File: config.mk
export PLATFORM = sky130hd
export DESIGN_NAME = cdiv_cfg_regs
export DESIGN_NICKNAME = d
export VERILOG_FILES = /design/src/rtl/cdiv_pkg.sv /design/src/rtl/cdiv_cfg_regs.sv /design/src/rtl/cdiv_sync2.sv
export VERILOG_INCLUDE_DIRS = /design/src /design/src/rtl
export SDC_FILE = /design/constraint.sdc
export NUM_CORES = 1
export LEC_CHECK = 0
export BUFFER_PORTS_ARGS = -buffer_cell sky130_fd_sc_hd__buf_4
export CAP_MARGIN = 15
export CELL_PAD_IN_SITES_DETAIL_PLACEMENT = 0
export CELL_PAD_IN_SITES_GLOBAL_PLACEMENT = 2
export CORE_MARGIN = 1.5
export CORE_UTILIZATION = 40
export DETAILED_ROUTE_END_ITERATION = 16
export GPL_ROUTABILITY_DRIVEN = 0
export PLACE_DENSITY_LB_ADDON = 0.1
export SLEW_MARGIN = 25
export SYNTH_ARGS = -nofsm -noshare
export SYNTH_HDL_FRONTEND = slang
export SYNTH_SLANG_ARGS = --single-unit
File: constraint.sdc
create_clock -name REF_CLK -period 6.9 [get_ports REF_CLK]
set_input_delay 0.69 -clock REF_CLK [delete_from_list [all_inputs] [get_ports REF_CLK]]
set_output_delay 0.69 -clock REF_CLK [all_outputs]
set_load 0.02 [all_outputs]
File: src/rtl/cdiv_consts.svh
// Offsets, field positions, reset values and write masks of the divider config bank
`ifndef CDIV_CONSTS_SVH
`define CDIV_CONSTS_SVH
`define ADDR_GLOBAL_CONTROL 4'h0
`define ADDR_OUTPUT_FORMAT_LOW 4'h1
`define ADDR_OUTPUT_FORMAT_HIGH 4'h2
`define ADDR_DELAY_SYNC_CONTROL 4'h3
`define ADDR_DIGITAL_DELAY 4'h4
`define ADDR_GROUP_DIVIDERS 4'h5
`define ADDR_WRITE_LOCK 4'hF
`define RST_GLOBAL_CONTROL 32'h00108000
`define RST_OUTPUT_FORMAT_LOW 32'h11112490
`define RST_OUTPUT_FORMAT_HIGH 32'h01111110
`define RST_DELAY_SYNC_CONTROL 32'h0630C000
`define RST_DIGITAL_DELAY 32'h00000050
`define RST_GROUP_DIVIDERS 32'h00020490
`define RST_WRITE_LOCK 32'h00000000
`define MASK_GLOBAL_CONTROL 32'h00FFCFF0
`define MASK_OUTPUT_FORMAT_LOW 32'hFFFFFFF0
`define MASK_OUTPUT_FORMAT_HIGH 32'h0FFFFFF0
`define MASK_DELAY_SYNC_CONTROL 32'h07FFDFF0
`define MASK_DIGITAL_DELAY 32'h00003FF0
`define MASK_GROUP_DIVIDERS 32'h0FFE7FF0
`define MASK_WRITE_LOCK 32'h00000010
`define BIT_SOFT_RESET 4
`define BIT_POWERDOWN 5
`define BIT_GROUP_PD_LO 6
`define BIT_HALF_SHIFT 10
`define BIT_SYNC_QUAL_LO 11
`define BIT_SYNC_A_POL 14
`define BIT_SYNC_B_POL 15
`define BIT_EXEMPT_LO 16
`define BIT_OFFSET_LO 20
`define BIT_FAST_A 23
`define BIT_FAST_B 24
`define BIT_AUTO_A 25
`define BIT_AUTO_B 26
`define BIT_DDLY_LO 4
`define BIT_DIV_A_LO 4
`define BIT_DIV_B_LO 7
`define BIT_DIV_C_LO 10
`define BIT_SEL12 13
`define BIT_SEL13 14
`define BIT_LATE_DIV_LO 17
`define BIT_LOCK 4
`define WORD_BITS 32
`endif

File: src/rtl/cdiv_pkg.sv
// Types shared by the divider configuration bank
`default_nettype none
package cdiv_pkg;
   typedef struct packed {
      logic [2:0] group_a_divider;
      logic [2:0] group_b_divider;
      logic [2:0] group_c_divider;
      logic [10:0] late_pair_divider;
      logic out12_delay_select;
      logic out13_delay_select;
      logic [9:0] late_pair_digital_delay;
      logic late_pair_half_shift;
   } div_cfg_t;
   typedef struct packed {
      logic sync_a_polarity;
      logic sync_b_polarity;
      logic [1:0] sync_qualify_field;
      logic [3:0] sync_exempt;
      logic [2:0] fixed_offset;
      logic fast_sync_a;
      logic fast_sync_b;
   } sync_cfg_t;
   typedef enum logic [1:0] {
      SH_IDLE = 2'b00,
      SH_SHIFT = 2'b01,
      SH_HOLD = 2'b10
   } shift_state_t;
endpackage
`default_nettype wire

File: src/rtl/cdiv_cfg_regs.sv
// Serial-programmed configuration register bank of the dual-bank clock divider
`include "cdiv_consts.svh"
`default_nettype none
module cdiv_cfg_regs (
   input wire logic REF_CLK,
   input wire logic RSTN,
   input wire logic CE,
   input wire logic SER_CLK,
   input wire logic SER_DATA,
   input wire logic SER_LATCH_ENABLE,
   output logic POWERDOWN,
   output logic [3:0] GROUP_POWERDOWN,
   output logic [1:0] CLKIN_BUF_SEL,
   output logic [2:0] CLKIN0_DIV,
   output logic [1:0] CLKIN0_MUX,
   output logic [2:0] CLKIN1_DIV,
   output logic [1:0] CLKIN1_MUX,
   output logic [55:0] OUTPUT_FORMAT,
   output logic [5:0] ANALOG_DELAY,
   output cdiv_pkg::div_cfg_t DIV_CFG,
   output cdiv_pkg::sync_cfg_t SYNC_CFG,
   output logic SYNC_START_A,
   output logic SYNC_START_B,
   output logic SERIAL_WRITE_LOCK,
   output logic SOFT_RESET_PENDING
);
   logic sclk_s;
   logic sdat_s;
   logic sle_s;
   logic sclk_d_r;
   logic sle_d_r;
   logic [31:0] shift_r;
   logic [31:0] reg_r [0:6];
   logic [31:0] wdata;
   logic [3:0] waddr;
   logic commit;
   logic locked;
   logic sclk_rise;
   cdiv_pkg::shift_state_t state_r;
   cdiv_pkg::shift_state_t state_nxt;
   logic [6:0] wr_en;
   logic accept;
   // Power-on formats, split into the two serial registers
   localparam logic [31:0] fmt_lo_def = `RST_OUTPUT_FORMAT_LOW;
   localparam logic [31:0] fmt_hi_def = `RST_OUTPUT_FORMAT_HIGH;

   ////////////////////////////////////////////////////////////////////////////////
   // Pin sampling
   cdiv_sync2 u_sync_clk (
      .clk(REF_CLK),
      .rst_n(RSTN),
      .ce(CE),
      .rst_val(1'b0),
      .d(SER_CLK),
      .q(sclk_s)
   );
   cdiv_sync2 u_sync_dat (
      .clk(REF_CLK),
      .rst_n(RSTN),
      .ce(CE),
      .rst_val(1'b0),
      .d(SER_DATA),
      .q(sdat_s)
   );
   // Latch pin idles high between words; a high reset value keeps release from faking a commit
   cdiv_sync2 u_sync_le (
      .clk(REF_CLK),
      .rst_n(RSTN),
      .ce(CE),
      .rst_val(1'b1),
      .d(SER_LATCH_ENABLE),
      .q(sle_s)
   );

   always_ff @(posedge REF_CLK) begin
      if (!RSTN) begin
         sclk_d_r <= 1'b0;
         sle_d_r <= 1'b1;
      end else if (CE) begin
         sclk_d_r <= sclk_s;
         sle_d_r <= sle_s;
      end
   end

   // Edge detectors on the synchronised pins
   assign sclk_rise = sclk_s & ~sclk_d_r;
   assign commit = sle_s & ~sle_d_r;

   ////////////////////////////////////////////////////////////////////////////////
   // Serial shifter, MSB first; only the last 32 bits before the latch count
   always_comb begin
      state_nxt = state_r;
      case (state_r)
         cdiv_pkg::SH_IDLE: begin
            if (sclk_rise) begin
               state_nxt = cdiv_pkg::SH_SHIFT;
            end
         end
         cdiv_pkg::SH_SHIFT: begin
            if (commit) begin
               state_nxt = cdiv_pkg::SH_HOLD;
            end
         end
         cdiv_pkg::SH_HOLD: begin
            if (!sle_s) begin
               state_nxt = cdiv_pkg::SH_IDLE;
            end
         end
         default: begin
            state_nxt = cdiv_pkg::SH_IDLE;
         end
      endcase
   end

   always_ff @(posedge REF_CLK) begin
      if (!RSTN) begin
         state_r <= cdiv_pkg::SH_IDLE;
      end else if (CE) begin
         state_r <= state_nxt;
      end
   end

   always_ff @(posedge REF_CLK) begin
      if (!RSTN) begin
         shift_r <= 32'h00000000;
      // A word ends at the latch; clock pulses while it is high are ignored
      end else if (CE && sclk_rise && !sle_s && state_r != cdiv_pkg::SH_HOLD) begin
         shift_r <= {shift_r[30:0], sdat_s};
      end
   end

   assign wdata = shift_r;
   assign waddr = shift_r[3:0];
   assign locked = reg_r[6][`BIT_LOCK];
   assign accept = commit && !locked;

   ////////////////////////////////////////////////////////////////////////////////
   // Write strobes: one per register, for an accepted commit; the lock register strobe follows every commit
   always_comb begin
      wr_en = 7'h00;
      case (waddr)
         `ADDR_GLOBAL_CONTROL: begin
            wr_en[0] = accept;
         end
         `ADDR_OUTPUT_FORMAT_LOW: begin
            wr_en[1] = accept;
         end
         `ADDR_OUTPUT_FORMAT_HIGH: begin
            wr_en[2] = accept;
         end
         `ADDR_DELAY_SYNC_CONTROL: begin
            wr_en[3] = accept;
         end
         `ADDR_DIGITAL_DELAY: begin
            wr_en[4] = accept;
         end
         `ADDR_GROUP_DIVIDERS: begin
            wr_en[5] = accept;
         end
         `ADDR_WRITE_LOCK: begin
            wr_en[6] = commit;
         end
         default: begin
            wr_en = 7'h00;
         end
      endcase
   end

   ////////////////////////////////////////////////////////////////////////////////
   // Register bank
   always_ff @(posedge REF_CLK) begin
      if (!RSTN) begin
         reg_r[0] <= `RST_GLOBAL_CONTROL;
         reg_r[1] <= `RST_OUTPUT_FORMAT_LOW;
         reg_r[2] <= `RST_OUTPUT_FORMAT_HIGH;
         reg_r[3] <= `RST_DELAY_SYNC_CONTROL;
         reg_r[4] <= `RST_DIGITAL_DELAY;
         reg_r[5] <= `RST_GROUP_DIVIDERS;
         reg_r[6] <= `RST_WRITE_LOCK;
      end else if (CE && commit) begin
         case (waddr)
            `ADDR_GLOBAL_CONTROL: begin
               if (!locked) begin
                  if (wdata[`BIT_SOFT_RESET]) begin
                     // Defaults everywhere; the reset bit stays up until another write to a mapped address
                     reg_r[0] <= `RST_GLOBAL_CONTROL | 32'h00000010;
                     reg_r[1] <= `RST_OUTPUT_FORMAT_LOW;
                     reg_r[2] <= `RST_OUTPUT_FORMAT_HIGH;
                     reg_r[3] <= `RST_DELAY_SYNC_CONTROL;
                     reg_r[4] <= `RST_DIGITAL_DELAY;
                     reg_r[5] <= `RST_GROUP_DIVIDERS;
                     reg_r[6] <= `RST_WRITE_LOCK;
                  end else begin
                     reg_r[0] <= wdata & `MASK_GLOBAL_CONTROL;
                  end
               end
            end
            `ADDR_OUTPUT_FORMAT_LOW: begin
               reg_r[0][`BIT_SOFT_RESET] <= 1'b0;
               if (!locked) begin
                  reg_r[1] <= wdata & `MASK_OUTPUT_FORMAT_LOW;
               end
            end
            `ADDR_OUTPUT_FORMAT_HIGH: begin
               reg_r[0][`BIT_SOFT_RESET] <= 1'b0;
               if (!locked) begin
                  reg_r[2] <= wdata & `MASK_OUTPUT_FORMAT_HIGH;
               end
            end
            `ADDR_DELAY_SYNC_CONTROL: begin
               reg_r[0][`BIT_SOFT_RESET] <= 1'b0;
               if (!locked) begin
                  reg_r[3] <= wdata & `MASK_DELAY_SYNC_CONTROL;
               end
            end
            `ADDR_DIGITAL_DELAY: begin
               reg_r[0][`BIT_SOFT_RESET] <= 1'b0;
               if (!locked) begin
                  reg_r[4] <= wdata & `MASK_DIGITAL_DELAY;
               end
            end
            `ADDR_GROUP_DIVIDERS: begin
               reg_r[0][`BIT_SOFT_RESET] <= 1'b0;
               if (!locked) begin
                  reg_r[5] <= wdata & `MASK_GROUP_DIVIDERS;
               end
            end
            // The lock register stays writable so the bank can be unlocked
            `ADDR_WRITE_LOCK: begin
               reg_r[0][`BIT_SOFT_RESET] <= 1'b0;
               reg_r[6] <= wdata & `MASK_WRITE_LOCK;
            end
            default: begin
               // Unmapped address: nothing changes
               reg_r[0] <= reg_r[0];
            end
         endcase
      end
   end

   ////////////////////////////////////////////////////////////////////////////////
   // Sync start pulses, one cycle after an accepted commit
   // Auto bits are read as they stood before this write
   always_ff @(posedge REF_CLK) begin
      if (!RSTN) begin
         SYNC_START_A <= 1'b0;
         SYNC_START_B <= 1'b0;
      end else if (CE) begin
         SYNC_START_A <= wr_en[5] && reg_r[3][`BIT_AUTO_A];
         SYNC_START_B <= (wr_en[4] || wr_en[5]) && reg_r[3][`BIT_AUTO_B];
      end
   end

   ////////////////////////////////////////////////////////////////////////////////
   // Registered field outputs
   always_ff @(posedge REF_CLK) begin
      if (!RSTN) begin
         POWERDOWN <= 1'b0;
         GROUP_POWERDOWN <= 4'h0;
         CLKIN_BUF_SEL <= 2'h0;
         CLKIN0_DIV <= 3'h2;
         CLKIN0_MUX <= 2'h0;
         CLKIN1_DIV <= 3'h2;
         CLKIN1_MUX <= 2'h0;
         OUTPUT_FORMAT <= {4'h0, fmt_hi_def[27:4], fmt_lo_def[31:4]};
         ANALOG_DELAY <= 6'h00;
         DIV_CFG <= '0;
         SYNC_CFG <= '0;
         SERIAL_WRITE_LOCK <= 1'b0;
         SOFT_RESET_PENDING <= 1'b0;
      end else if (CE) begin
         POWERDOWN <= reg_r[0][`BIT_POWERDOWN];
         GROUP_POWERDOWN <= reg_r[0][`BIT_GROUP_PD_LO +: 4];
         CLKIN_BUF_SEL <= reg_r[0][11:10];
         CLKIN0_DIV <= reg_r[0][16:14];
         CLKIN0_MUX <= reg_r[0][18:17];
         CLKIN1_DIV <= reg_r[0][21:19];
         CLKIN1_MUX <= reg_r[0][23:22];
         // Top nibble has no field behind it
         OUTPUT_FORMAT <= {4'h0, reg_r[2][27:4], reg_r[1][31:4]};
         ANALOG_DELAY <= reg_r[3][9:4];
         DIV_CFG.group_a_divider <= reg_r[5][`BIT_DIV_A_LO +: 3];
         DIV_CFG.group_b_divider <= reg_r[5][`BIT_DIV_B_LO +: 3];
         DIV_CFG.group_c_divider <= reg_r[5][`BIT_DIV_C_LO +: 3];
         DIV_CFG.late_pair_divider <= reg_r[5][`BIT_LATE_DIV_LO +: 11];
         DIV_CFG.out12_delay_select <= reg_r[5][`BIT_SEL12];
         DIV_CFG.out13_delay_select <= reg_r[5][`BIT_SEL13];
         DIV_CFG.late_pair_digital_delay <= reg_r[4][`BIT_DDLY_LO +: 10];
         DIV_CFG.late_pair_half_shift <= reg_r[3][`BIT_HALF_SHIFT];
         SYNC_CFG.sync_a_polarity <= reg_r[3][`BIT_SYNC_A_POL];
         SYNC_CFG.sync_b_polarity <= reg_r[3][`BIT_SYNC_B_POL];
         SYNC_CFG.sync_qualify_field <= reg_r[3][`BIT_SYNC_QUAL_LO +: 2];
         SYNC_CFG.sync_exempt <= reg_r[3][`BIT_EXEMPT_LO +: 4];
         SYNC_CFG.fixed_offset <= reg_r[3][`BIT_OFFSET_LO +: 3];
         SYNC_CFG.fast_sync_a <= reg_r[3][`BIT_FAST_A];
         SYNC_CFG.fast_sync_b <= reg_r[3][`BIT_FAST_B];
         SERIAL_WRITE_LOCK <= locked;
         SOFT_RESET_PENDING <= reg_r[0][`BIT_SOFT_RESET];
      end
   end
endmodule
`default_nettype wire

File: src/rtl/cdiv_sync2.sv
// Two-flop synchroniser for one pin level
`default_nettype none
module cdiv_sync2 (
   input wire logic clk,
   input wire logic rst_n,
   input wire logic ce,
   input wire logic rst_val,
   input wire logic d,
   output logic q
);
   logic meta_r;
   always_ff @(posedge clk) begin
      if (!rst_n) begin
         meta_r <= rst_val;
         q <= rst_val;
      end else if (ce) begin
         meta_r <= d;
         q <= meta_r;
      end
   end
endmodule
`default_nettype wire

==> impl_metrics.json <==
{
  "status": "completed",
  "rsz0062_at_grt": "no",
  "r2r_cells": 4,
  "die-width_um": 169.7,
  "cts_tree": "yes",
  "critPathMaxFanout": 114,
  "fill_cells": 2374,
  "initialDrtViolationCount": 420,
  "worstMarginPinSlew_ns": 0.9637,
  "cts_root_buffer": "clkbuf_16",
  "skew_ns": 0.01522,
  "crit_path_max_incr_delay_ns": 0.91,
  "power_switching_mw": 0.8502,
  "worst_setup_path_end_kind": "register",
  "cts_max_level": 2,
  "r2r-start": "reg_r[6][4]$_SDFFCE_PN0P_",
  "maxSlewViolCount": 0,
  "wl_per_cell_um": 18.01,
  "max_freq_mhz": 353.8,
  "syn_avg_cell_area_um2": 12.80,
  "max_slew_margin_pct": 35.76,
  "clk_latency_ns": 0.50,
  "start_util_pct": 41.00,
  "ir_drop_mv": 0.1659,
  "clock_sinks": 292,
  "finalWirelength_mm": 24.99,
  "whs_path_depth": 3,
  "post-cts-setup-buffers": 0,
  "final_common_cell": "dfxtp_1",
  "grt_antenna_before_repair": 1,
  "hold_end": "u_sync_le.meta_r$_SDFFE_PN1P_",
  "synthCells": 868,
  "multiInputGateArea_um2": 3839,
  "p_int_mw": 3.030,
  "grt.overflow.total": 0,
  "first_pass_iters": 6,
  "ys_types": 38,
  "vias": 6583,
  "worstPathRequired_ns": 7.26,
  "cts_resized": 0,
  "drc_errors": 0,
  "dp.final_hpwl_mm": 15.84,
  "areaGrowthSynthToFinish_pct": 22.11,
  "pin_count": 135,
  "cellPowerDensity_nw_per_um2": 286.0,
  "grt_usage_pct": 17.51,
  "grt_max_degree": 115,
  "setup_tns_ns": 0,
  "drive_above_1_share_pct": 19.90,
  "slowest_stage": "nor3_2",
  "ctsHoldBuffers": 0,
  "syn-cell-area_um2": 11110,
  "min_from": "SER_LATCH_ENABLE",
  "p_seq_share_pct": 49.0,
  "hold_class": "input pin to register",
  "rows": 60,
  "core-area_um2": 27100,
  "clock_path_buffers": 3,
  "placed_area_um2": 12450,
  "clkPwrFrac_pct": 44.9,
  "dieHeight_um": 169.7,
  "power_leakage_nw": 5.263,
  "critical_path.cell_chain": "buf_4 -> nand3b_1 -> nor3_2 -> and2_1",
  "clk_pin_slew_ns": 0.05,
  "combPwrFrac_pct": 6.1,
  "seq_area_frac_synth_pct": 63.87,
  "numCtsBuffers": 34,
  "drv_cap": 0,
  "ys_ff_latch": 292,
  "dieArea_um2": 28790,
  "layout.nets": 995,
  "r2r-end": "reg_r[2][12]$_SDFFCE_PN1P_",
  "layout_common_cells": "dfxtp_1 (167), mux2i_1 (162), buf_4 (136)",
  "worstSetupPathType": "input pin to register",
  "worst_setup_path_start_kind": "input pin",
  "post-route-period-util_pct": 40.96,
  "finalHoldViolCount": 0,
  "rrSetupSlack_ns": 4.20,
  "vias_per_cell": 4.743,
  "grt_pass1_vias": 6444,
  "finalCriticalPeriod_ns": 2.826,
  "swShare_pct": 21.91,
  "synth_warnings": 0,
  "ant_nets": 0,
  "regArea_um2": 7097,
  "grt_pass1_wl_mm": 38.18,
  "cp_data_arrival_time_ns": 3.18,
  "port_buffers": 130,
  "fin_util_pct": 50.06,
  "stdcell_area_um2": 13570,
  "finalSetupViolCount": 0
}
## per-stage QoR
| step | instances | setup slack [ns] | power [mW] | hold slack, ns |
|---|---|---|---|---|
| finish | 1388 | 4.074 | 3.880 | 0.4187 |
| CTS | 1386 | 3.691 | 3.925 | 0.3972 |
| floorplan | 871 | 2.879 | 2.084 | 0.4301 |
| global route | 1387 | 3.733 | 4.022 | 0.4041 |
| global placement | 1322 | 3.315 | 2.172 | 0.4452 |
| detailed placement | 1324 | 3.137 | 2.178 | 0.4439 |
## synth_stat cells (all sizes together)
| master | instances | area [um2] |
|---|---|---|
| a21oi | 2 | 10.01 |
| nand4b | 1 | 8.760 |
| nor4bb | 3 | 30.03 |
| nand4 | 5 | 31.28 |
| nand3b | 4 | 30.03 |
| and2 | 95 | 594.3 |
| nor4 | 2 | 33.78 |
| nand3 | 4 | 20.02 |
| clkbuf | 33 | 126.4 |
| or3 | 1 | 6.260 |
| dfxtp | 167 | 3343 |
| o31ai | 4 | 30.03 |
| nand2b | 22 | 137.6 |
| a21boi | 3 | 22.52 |
| or2b | 7 | 52.55 |
| nor3 | 5 | 30.03 |
| conb | 1 | 3.750 |
| edfxtp | 125 | 3754 |
| nor2 | 7 | 26.28 |
| o211a | 1 | 10.01 |
| and4 | 1 | 8.760 |
| o21ai | 8 | 40.04 |
| nor4b | 3 | 47.54 |
| buf | 24 | 120.1 |
| nand2 | 59 | 221.5 |
| and3 | 2 | 12.51 |
| o211ai | 1 | 7.510 |
| inv | 1 | 3.750 |
| nor2b | 114 | 713.2 |
| mux2i | 162 | 1622 |
| or4b | 1 | 13.76 |
## registers in the layout (all words and copies together), names as in the netlist, 3 cells and up
register / count
CLKIN1_DIV: 3
CLKIN0_DIV: 3
ANALOG_DELAY: 6
reg_r: 125
DIV_CFG: 33
shift_r: 32
OUTPUT_FORMAT: 52
SYNC_CFG: 13
GROUP_POWERDOWN: 4
## routing by layer
layer  vias to the layer above  GRT usage (%)  routed length (um)
li1                       3227              -                   -
met1                      3150          24.34               11730
met2                       159          27.42               11380
met3                        47          3.195                1166
met4                         0          6.156                 711
met5                         -              0                   0
## power groups by stage
stage / clock, mW / sequential (mW) / combinational [mW]
after floorplan: 0 / 1.97 / 0.112
after global placement: 0 / 1.94 / 0.233
after detailed placement: 0 / 1.94 / 0.239
after CTS: 1.78 / 1.90 / 0.239
after global routing: 1.86 / 1.91 / 0.255
final: 1.74 / 1.90 / 0.235
## worst max-delay path, delay by kind of cell
kind          cells  cell delay, ns
simple gates      3            1.76
buf+inv           1            0.72
## worst max-delay path by stage
stage	to	slack, ns	depth (start not counted)	start
after global placement	reg_r[1][10]$_SDFFCE_PN1P_	3.32	4	RSTN
after CTS	reg_r[1][10]$_SDFFCE_PN1P_	3.69	4	RSTN
after global routing	reg_r[0][18]$_DFFE_PP_	3.73	4	RSTN
after floorplan	reg_r[1][10]$_SDFFCE_PN1P_	2.88	4	CE
final	reg_r[0][6]$_DFFE_PP_	4.07	4	RSTN
after detailed placement	reg_r[1][7]$_SDFFCE_PN1P_	3.14	4	RSTN
## final cells by class
cell class | count | share of cell area, %
inverters | 1 | 0.02767
well taps | 372 | 3.431
clock buffers | 51 | 7.507
flip-flops and latches | 292 | 52.31
repair buffers | 139 | 7.775
multi-input cells | 521 | 28.29
diodes | 1 | 0.01845
clock inverters | 11 | 0.6364
## cells by family (layout without fill, tap and decap cells)
kind of cell    after synthesis  in the layout  synth area share, %
other cells                   1              5              0.03375
compound gates               19             19                1.081
flops                       292            292                63.87
mux                         162            162                14.59
simple gates                336            336                18.16
buf+inv                      58            202                2.252
Note: power is estimated with default switching activity, not from simulation.
